`src/include/ipf_pkg.sv`:
```
//////////////////////////////////////////////////////////////////////////////
// Contract
// - Bits 15 to 3 read zero, ignore writes
// - Bits 2 to 0 hold external interrupt 1 priority
// - Code 111 means priority level 7, highest
// - Code 001 means level 1; codes equal level
// - Code 000 disables source, never granted service
//////////////////////////////////////////////////////////////////////////////
package ipf_pkg;

	// Register bus geometry
	localparam int unsigned ADDR_W = 4;
	localparam int unsigned DATA_W = 16;
	localparam int unsigned LVL_W  = 3;
	localparam int unsigned NUM_SRC = 4;

	// Register word addresses
	localparam logic [3:0] EXT_INT1_PRIORITY_CTL_ADDR      = 4'h0;
	localparam logic [3:0] TIMER_COMPARE_PRIORITY_CTL_ADDR = 4'h1;

	// Field positions (low bit of each 3-bit field)
	localparam int unsigned EXT_INT1_PRIORITY_LSB    = 0;
	localparam int unsigned TIMER4_PRIORITY_LSB      = 12;
	localparam int unsigned COMPARE_CH4_PRIORITY_LSB = 8;
	localparam int unsigned COMPARE_CH3_PRIORITY_LSB = 4;

	// Source numbering on the request and status vectors
	localparam int unsigned SRC_EXT_INT1 = 0;
	localparam int unsigned SRC_TIMER4   = 1;
	localparam int unsigned SRC_CMP_CH4  = 2;
	localparam int unsigned SRC_CMP_CH3  = 3;

	// Priority codes
	localparam logic [2:0] PRIO_RESET    = 3'h4;
	localparam logic [2:0] PRIO_DISABLED = 3'h0;
	localparam logic [2:0] PRIO_LOWEST   = 3'h1;
	localparam logic [2:0] PRIO_HIGHEST  = 3'h7;

	// Idle value of the read data bus
	localparam logic [15:0] RDATA_IDLE = 16'h0000;

	// A level of zero marks a disabled source
	function automatic logic prio_enabled(input logic [2:0] lvl);
		return lvl != PRIO_DISABLED;
	endfunction

	// Larger of two levels
	function automatic logic [2:0] prio_max(input logic [2:0] a, input logic [2:0] b);
		return (a > b) ? a : b;
	endfunction

endpackage

```
`src/logic/ipf_field.sv`:
```
`timescale 1ns/1ps
// One 3-bit priority field with its enabled flag
module ipf_field
	import ipf_pkg::*;
(
	// Clock and reset
	input  wire logic       clk,
	input  wire logic       arst_n,
	// Write side
	input  wire logic       wr_en,
	input  wire logic [2:0] wr_data,
	// Field state
	output logic      [2:0] level_q,
	output logic            enabled_q
);

	logic [2:0] level_d;
	logic       enabled_d;

	// Next value: write replaces the field
	assign level_d   = wr_en ? wr_data : level_q;
	assign enabled_d = prio_enabled(level_d);

	// Field storage, level 4 out of reset
	always_ff @(posedge clk or negedge arst_n) begin
		if (!arst_n) begin
			level_q   <= PRIO_RESET;
			enabled_q <= 1'b1;
		end else begin
			level_q   <= level_d;
			enabled_q <= enabled_d;
		end
	end

endmodule // ipf_field

```
`src/logic/ipf_prio_regs.sv`:
```
`timescale 1ns/1ps
// Priority register bank for four interrupt sources
module ipf_prio_regs
	import ipf_pkg::*;
(
	// Clock and reset
	input  wire logic        clk,
	input  wire logic        arst_n,
	// Register port
	input  wire logic [3:0]  reg_addr,
	input  wire logic [15:0] reg_wdata,
	input  wire logic        reg_wr,
	input  wire logic        reg_rd,
	output logic      [15:0] reg_rdata,
	// Raw source requests
	input  wire logic [3:0]  src_req,
	// Per-source priority levels
	output logic      [2:0]  ext_int1_priority,
	output logic      [2:0]  timer4_priority,
	output logic      [2:0]  compare_ch4_priority,
	output logic      [2:0]  compare_ch3_priority,
	// Per-source status and overall top level toward the arbiter
	output logic      [3:0]  src_enabled,
	output logic      [3:0]  src_req_gated,
	output logic      [2:0]  top_level
);

	//////////////////////////////////////////////////////////////////////////
	// Address decode

	logic        sel_ext;
	logic        sel_tcp;
	logic        wr_ext;
	logic        wr_tcp;

	// Register selects and write strobes
	assign sel_ext = reg_addr == EXT_INT1_PRIORITY_CTL_ADDR;
	assign sel_tcp = reg_addr == TIMER_COMPARE_PRIORITY_CTL_ADDR;
	assign wr_ext  = reg_wr & sel_ext;
	assign wr_tcp  = reg_wr & sel_tcp;

	//////////////////////////////////////////////////////////////////////////
	// Priority fields

	logic [2:0] lvl_ext;
	logic [2:0] lvl_t4;
	logic [2:0] lvl_c4;
	logic [2:0] lvl_c3;
	logic [3:0] en;

	// External interrupt 1 field, only bits 2..0 are stored
	ipf_field u_ext (
		.clk       (clk),
		.arst_n    (arst_n),
		.wr_en     (wr_ext),
		.wr_data   (reg_wdata[EXT_INT1_PRIORITY_LSB +: LVL_W]),
		.level_q   (lvl_ext),
		.enabled_q (en[SRC_EXT_INT1])
	);

	// Timer 4 field
	ipf_field u_t4 (
		.clk       (clk),
		.arst_n    (arst_n),
		.wr_en     (wr_tcp),
		.wr_data   (reg_wdata[TIMER4_PRIORITY_LSB +: LVL_W]),
		.level_q   (lvl_t4),
		.enabled_q (en[SRC_TIMER4])
	);

	// Compare channel 4 field
	ipf_field u_c4 (
		.clk       (clk),
		.arst_n    (arst_n),
		.wr_en     (wr_tcp),
		.wr_data   (reg_wdata[COMPARE_CH4_PRIORITY_LSB +: LVL_W]),
		.level_q   (lvl_c4),
		.enabled_q (en[SRC_CMP_CH4])
	);

	// Compare channel 3 field
	ipf_field u_c3 (
		.clk       (clk),
		.arst_n    (arst_n),
		.wr_en     (wr_tcp),
		.wr_data   (reg_wdata[COMPARE_CH3_PRIORITY_LSB +: LVL_W]),
		.level_q   (lvl_c3),
		.enabled_q (en[SRC_CMP_CH3])
	);

	// Levels leave straight from the field flops, code equals level
	assign ext_int1_priority    = lvl_ext;
	assign timer4_priority      = lvl_t4;
	assign compare_ch4_priority = lvl_c4;
	assign compare_ch3_priority = lvl_c3;
	assign src_enabled          = en;

	//////////////////////////////////////////////////////////////////////////
	// Read path

	logic [15:0] ext_word;
	logic [15:0] tcp_word;
	logic [15:0] rd_mux;
	logic [15:0] rdata_q;
	logic [15:0] rdata_d;

	// Unimplemented bits are tied to zero in the read words
	assign ext_word = {13'h0000, lvl_ext};
	assign tcp_word = {1'b0, lvl_t4, 1'b0, lvl_c4, 1'b0, lvl_c3, 4'h0};
	assign rd_mux   = sel_ext ? ext_word : (sel_tcp ? tcp_word : RDATA_IDLE);
	assign rdata_d  = reg_rd ? rd_mux : RDATA_IDLE;

	// Read data stand one cycle after the strobe
	always_ff @(posedge clk or negedge arst_n) begin
		if (!arst_n) begin
			rdata_q <= RDATA_IDLE;
		end else begin
			rdata_q <= rdata_d;
		end
	end

	assign reg_rdata = rdata_q;

	//////////////////////////////////////////////////////////////////////////
	// Request gating

	logic [3:0] gated_d;
	logic [3:0] gated_q;
	logic [2:0] top_d;
	logic [2:0] top_q;
	logic [2:0] g_ext;
	logic [2:0] g_t4;
	logic [2:0] g_c4;
	logic [2:0] g_c3;

	// Disabled sources never pass a request
	assign gated_d = src_req & en;
	assign g_ext   = gated_d[SRC_EXT_INT1] ? lvl_ext : PRIO_DISABLED;
	assign g_t4    = gated_d[SRC_TIMER4] ? lvl_t4 : PRIO_DISABLED;
	assign g_c4    = gated_d[SRC_CMP_CH4] ? lvl_c4 : PRIO_DISABLED;
	assign g_c3    = gated_d[SRC_CMP_CH3] ? lvl_c3 : PRIO_DISABLED;
	// Highest level among live requests, zero when none
	assign top_d   = prio_max(prio_max(g_ext, g_t4), prio_max(g_c4, g_c3));

	// Registered request status
	always_ff @(posedge clk or negedge arst_n) begin
		if (!arst_n) begin
			gated_q <= 4'h0;
			top_q   <= PRIO_DISABLED;
		end else begin
			gated_q <= gated_d;
			top_q   <= top_d;
		end
	end

	assign src_req_gated = gated_q;
	assign top_level     = top_q;

	//////////////////////////////////////////////////////////////////////////
	// Checks

	logic seen_q;

	// Marks the cycles after the first edge out of reset
	always_ff @(posedge clk or negedge arst_n) begin
		if (!arst_n) begin
			seen_q <= 1'b0;
		end else begin
			seen_q <= 1'b1;
		end
	end
endmodule // ipf_prio_regs

```
`config.mk`:
```
export PLATFORM = sky130hd
export DESIGN_NAME = ipf_prio_regs
export DESIGN_NICKNAME = d
export VERILOG_FILES = /design/src/include/ipf_pkg.sv /design/src/logic/ipf_field.sv /design/src/logic/ipf_prio_regs.sv
export SDC_FILE = /design/constraint.sdc
export NUM_CORES = 1
export LEC_CHECK = 0
export CAP_MARGIN = 20
export CORE_MARGIN = 1
export CORE_UTILIZATION = 31
export CTS_CLUSTER_DIAMETER = 200
export DETAILED_ROUTE_END_ITERATION = 8
export DONT_BUFFER_PORTS = 1
export GPL_TIMING_DRIVEN = 0
export HOLD_SLACK_MARGIN = 0.06
export PLACE_DENSITY = 0.46
export SLEW_MARGIN = 20
export SYNTH_ARGS = -nofsm -noshare
export SYNTH_HDL_FRONTEND = slang
export SYNTH_HIERARCHICAL = 1
export SYNTH_SLANG_ARGS = --single-unit
```
`constraint.sdc`:
```
create_clock -name clk -period 3.3 [get_ports clk]
set_input_delay 0.66 -clock clk [delete_from_list [all_inputs] [get_ports clk]]
set_output_delay 0.66 -clock clk [all_outputs]
set_load 0.02 [all_outputs]
```
==> impl_metrics.yaml, run 1 <==
sta:
  fmax_ghz: 0.313
  fin_skew_ns: 0.00548
  worst_pin_slew_ns: 0.888
  period_share: 0.970
  setup_viol: 0
  slew_violations: 0
  timing.final.ws_setup_ns: 0.100
  layout_min_cycle_time_ns: 3.20
  tns_ns: 0
  finalHoldViolCount: 0
  slew_headroom: 0.406
place:
  place_inst: 218
  dp_hpwl_um: 2760
  gp_congestion: 0.682
  place_area_um2: 1820
  place_ws_ns: -0.0465
  port_buffers: 0
pwr:
  p_clk_frac: 0.175
  switching_share: 0.391
  power_density_nw_per_um2: 803
  p_leak_nw: 0.950
  switching_power_w: 0.000637
  p_seq_frac: 0.425
  ir_drop_v: 0.000313
  p_comb_frac: 0.400
  p_int_w: 0.000992
global_route:
  grt_pass1_wl_um: 5930
  grt_pass1_vias: 1204
  track_usage: 0.135
  grt_overflow: 0
  grt_max_degree: 30
  antenna_found_initial: 0
logic_synthesis:
  synthesis.area_um2: 1720
  synth_seq_area_share: 0.514
  avgSynthCellArea_um2: 11.9
  synth.distinct_cells: 29
  ys_ff_latch: 35
  yosysWarningCount: 6
  postSynthCellCount: 145
layout:
  final_cell_mix: "27 x dfrtp_1, 14 x and2_1, 12 x nand2_1"
  final_nets: 194
  fin_cells: 228
  final_util: 0.387
  insertedDiodeCount: 0
  layout-drive-gt1-share: 0.354
  syn2layout_area_growth_pct: 17.7
  fin_area_um2: 2030
  layout_commonest_cell: "dfrtp_1"
floorplanning:
  die-area_um2: 5860
  core-area_um2: 5240
  fp.dieW_um: 76.6
  start_util: 0.329
  fp.dieH_um: 76.6
  rows: 26
  pin_count: 67
clock_tree:
  root_buffer: "clkbuf_8"
  cts_sinks: 35
  numCtsBuffers: 5
  clkSlewWorstSetupHoldPaths_ns: 0.06
  htreeDepth: 2
  postCtsSetupBuffers: 0
  ctsLongestPathBuffers: 2
  cts_tree: "built"
  clk_latency_ns: 0.28
critical_path:
  crit_required_ns: 3.48
  crit_fanout: 4
  crit_type: "reg2reg"
  start_kind: "register"
  arrival_ns: 3.38
  end_kind: "register"
routing:
  via_per_inst: 4.96
  drt_iter0_drc: 23
  drc_errors: 0
  wire_per_inst_um: 16.9
  drt_pass1_iterations: 4
  antenna_left: 0
  vias: 1131
  wirelength_um: 3860
job:
  maxCapViolCount: 0
hold_path:
  min_path_type: "in2async"
status:
  outcome: "completed"
timing repair:
action / CTS / global route
hold endpoints to repair: 7 / 20
hold buffers: 1 / 1
resized for setup: 0 / 21
setup endpoints to repair: 0 / 3
power groups by stage:
stage          combinational, W  sequential, W  clock, W
6_report               0.000652       0.000692  0.000285
5_1_grt                0.000710       0.000703  0.000323
4_1_cts                0.000512       0.000691  0.000299
3_5_place_dp           0.000507       0.000699         0
3_3_place_gp           0.000486       0.000696         0
2_1_floorplan          0.000424       0.000672         0
layer usage:
layer	global-route usage	vias up	share of wire
met2	0.232	52	0.52
met4	0.0654	0	0.017
met1	0.140	551	0.38
met3	0.0587	9	0.078
met5	0	-	0
li1	-	519	-
Yosys cell counts:
cell type | count | share of area
a211o_1 | 1 | 0.0051
inv_1 | 8 | 0.017
nand2_1 | 12 | 0.026
mux2_4 | 10 | 0.087
mux2i_1 | 2 | 0.012
dfrtp_1 | 27 | 0.39
nand2b_1 | 1 | 0.0036
dfstp_2 | 8 | 0.12
nor3_1 | 2 | 0.0058
and3b_1 | 2 | 0.010
a211oi_1 | 5 | 0.022
a21o_1 | 2 | 0.0087
mux2_2 | 5 | 0.033
or3_1 | 4 | 0.015
o211ai_1 | 2 | 0.0087
and3b_2 | 2 | 0.012
buf_4 | 4 | 0.017
o21ai_0 | 1 | 0.0029
mux2_1 | 1 | 0.0065
buf_6 | 1 | 0.0065
nand3_1 | 8 | 0.023
and2_1 | 16 | 0.058
conb_1 | 1 | 0.0022
nor2_1 | 7 | 0.015
a31oi_2 | 1 | 0.0073
and2_4 | 1 | 0.0051
ha_1 | 9 | 0.065
o21ai_1 | 1 | 0.0029
a221oi_2 | 1 | 0.0087
metrics by stage:
step | total power (W) | hold WS [ns]
after floorplan | 0.00110 | 0.364
after global placement | 0.00118 | 0.365
after detailed placement | 0.00121 | 0.365
after CTS | 0.00150 | 0.0605
after global routing | 0.00174 | 0.188
final | 0.00163 | 0.218
flip-flops by register name (all words and copies together), names as in the netlist:
name and flops:
top_level 3, u_ext/enabled_q 1, u_t4/enabled_q 1, u_t4/level_q 3
src_req_gated 4, u_c3/enabled_q 1, u_c4/level_q 3, u_ext/level_q 3
u_c3/level_q 3, u_c4/enabled_q 1, reg_rdata 12
final timing paths:
check                      depth (start not counted)            start  slack [ns]                to
max                                               11   u_c3/enabled_q        0.10      top_level[1]
min                                                0           arst_n        0.22    u_c4/enabled_q
max reg2reg                                       11   u_c3/enabled_q        0.10      top_level[1]
min reg2reg                                        1  u_c3/level_q[2]        0.59      reg_rdata[6]
max in group asynchronous                          1           arst_n        1.80      top_level[0]
min in group clk                                   1       src_req[0]        0.51  src_req_gated[0]
critical path: stages, from the launching register on:
cell      delay [ns]
dfstp_2         0.59
and2_4          0.18
nand2_1         0.08
ha_1            0.32
and3b_1         0.23
o21ai_2         0.21
mux2_4          0.34
ha_1            0.31
and3b_2         0.28
o211ai_1        0.17
and3b_2         0.23
a211oi_2        0.17
area by class of cell:
class / count / area (um^2)
Buffer: 5 / 41.3
Clock buffer: 8 / 80.1
Fill cell: 537 / 3210
Inverter: 8 / 30.0
Multi-Input combinational cell: 100 / 885
Sequential cell: 35 / 886
Tap cell: 70 / 87.6
Timing Repair Buffer: 2 / 20.0
kinds of logic (layout without fill, tap and decap cells):
family                   after synthesis  in the layout  share of synthesized area
adder cells (fa/ha/maj)                9              9                     0.0653
AO/OA/AOI/OAI                         14             14                     0.0660
multiplexers                          18             18                      0.138
AND/OR/NAND/NOR                       55             55                      0.173
buffers and inverters                 13             23                     0.0414
other                                  1              4                    0.00217
flip-flops                            35             35                      0.514
Note: power is estimated with default switching activity, not from simulation.
==> run 2: changes to the inputs <==
Settings changed: CTS_BUF_LIST set to sky130_fd_sc_hd__clkbuf_16.
==> run 2 against run 1 <==
Effect of this change:
- via count decreased by 2.7%
- sequential share of layout area increased by 0.11 points
- clock-buffer cell count decreased by 3
- sequential power about the same
- register-to-register slack about the same
- worst setup slack got worse by 0.0014 ns
- clock skew about the same
- global-route usage decreased by 0.43 points
- critical path depth increased by 1
- cell count decreased by 0.44%
- clock power increased by 49%
- largest cell class unchanged
- highest routed layer unchanged
==> impl_metrics.yaml, run 2 (synthesis gave the netlist of run 1 again) <==
routing:
  wirelength_um: 3700
  via_per_inst: 4.85
  antenna_left: 0
  drt_iter0_drc: 24
  drc_errors: 0
  drt_pass1_iterations: 4
  wire_per_inst_um: 16.3
  vias: 1100
layout:
  syn2layout_area_growth_pct: 17.4
  multi_input_area_um2: 836
  final_nets: 193
  fin_cells: 227
  layout_commonest_cell: "dfrtp_1"
  fillers: 530
  final_cell_mix: "27 x dfrtp_1, 14 x and2_1, 12 x nand2_1"
  final_util: 0.387
  seqCellArea_um2: 886
  fin_area_um2: 2020
  layout-drive-gt1-share: 0.331
  insertedDiodeCount: 0
  largest_reg_flops: 12
pwr:
  p_leak_nw: 0.979
  ir_drop_v: 0.000300
  power_density_nw_per_um2: 861
  fin_total_pwr_w: 0.00174
global_route:
  grt_max_degree: 36
  track_usage: 0.130
  grt_pass1_wl_um: 5780
  antenna_found_initial: 0
  grt_pass1_vias: 1187
  grt_overflow: 0
sta:
  layout_min_cycle_time_ns: 3.20
  finalHoldViolCount: 0
  slew_headroom: 0.533
  setup_viol: 0
  worst_pin_slew_ns: 0.699
  fin_skew_ns: 0.00563
  slew_violations: 0
  holdWs_ns: 0.0791
  period_share: 0.970
  fmax_ghz: 0.312
place:
  place_inst: 218
  dp_hpwl_um: 2760
  port_buffers: 0
  place_area_um2: 1820
  gp_congestion: 0.682
clock_tree:
  clk_latency_ns: 0.27
  cts_sinks: 35
  cts_hold_buf: 0
  clkSlewWorstSetupHoldPaths_ns: 0.05
  cts_tree: "built"
  htreeDepth: 2
  root_buffer: "clkbuf_16"
  numCtsBuffers: 5
  ctsLongestPathBuffers: 2
floorplanning:
  pin_count: 67
  die-area_um2: 5860
  start_util: 0.329
  core-area_um2: 5240
  rows: 26
  fp.dieH_um: 76.6
  fp.dieW_um: 76.6
status:
  outcome: "completed"
critical_path:
  end_kind: "register"
  start_kind: "register"
  crit_required_ns: 3.47
  arrival_ns: 3.37
  crit_type: "reg2reg"
  ff2ff_path_depth: 12
  crit_fanout: 6
hold_path:
  min_path_type: "in2async"
job:
  maxCapViolCount: 0
## run 2: metrics by stage
stage / worst slack, ns / TNS [ns]
floorplan: 0.257 / 0
global placement: 0.0975 / 0
detailed placement: -0.0465 / -0.0465
CTS: 0.0192 / 0
global route: -0.00135 / -0.00247
finish: 0.0990 / 0
## run 2: path summary, 6_finish.rpt
check	start	endpoint	slack [ns]
setup / recovery	u_ext/enabled_q	top_level[1]	0.1
hold / removal	arst_n	reg_rdata[9]	0.08
setup reg to reg	u_ext/enabled_q	top_level[1]	0.1
hold reg to reg	u_c4/enabled_q	src_req_gated[2]	0.59
max in group asynchronous	arst_n	u_t4/enabled_q	3.04
min in group clk	src_req[0]	src_req_gated[0]	0.52
## run 2: layout make-up
type	count	share of cell area
inverters	8	0.0148
multi-input cells	100	0.413
clock buffers	5	0.0618
flip-flops and latches	35	0.438
well taps	70	0.0433
repair buffers	1	0.00371
clock inverters	3	0.00556
plain buffers	5	0.0204
## run 2: worst max-delay path: stages, from the launching register on
cell      delay, ns
dfstp_2        0.62
nand3_1        0.18
inv_1          0.10
ha_1           0.26
a211o_4        0.37
and2_4         0.15
buf_6          0.12
mux2i_1        0.12
ha_1           0.34
and3b_2        0.28
o211ai_1       0.17
and3b_2        0.23
a211oi_2       0.17
## run 2: power breakdown
group | total (W) | internal [W] | switching, W
Combinational | 0.000629 | 0.000306 | 0.000323
Sequential | 0.000689 | 0.000528 | 0.000161
Clock | 0.000425 | 0.000270 | 0.000155
## run 2: timing repair
item                                    4_1_cts  5_1_grt
endpoints found under the setup margin        0        3
gates resized for setup                       0       15
buffers inserted                              0        1
## run 2: metal layers
metal,share of wire,vias up,global-route usage
met5,0,-,0
met4,0.015,0,0.0596
met3,0.081,7,0.0611
met2,0.52,48,0.225
met1,0.38,529,0.133
li1,-,516,-
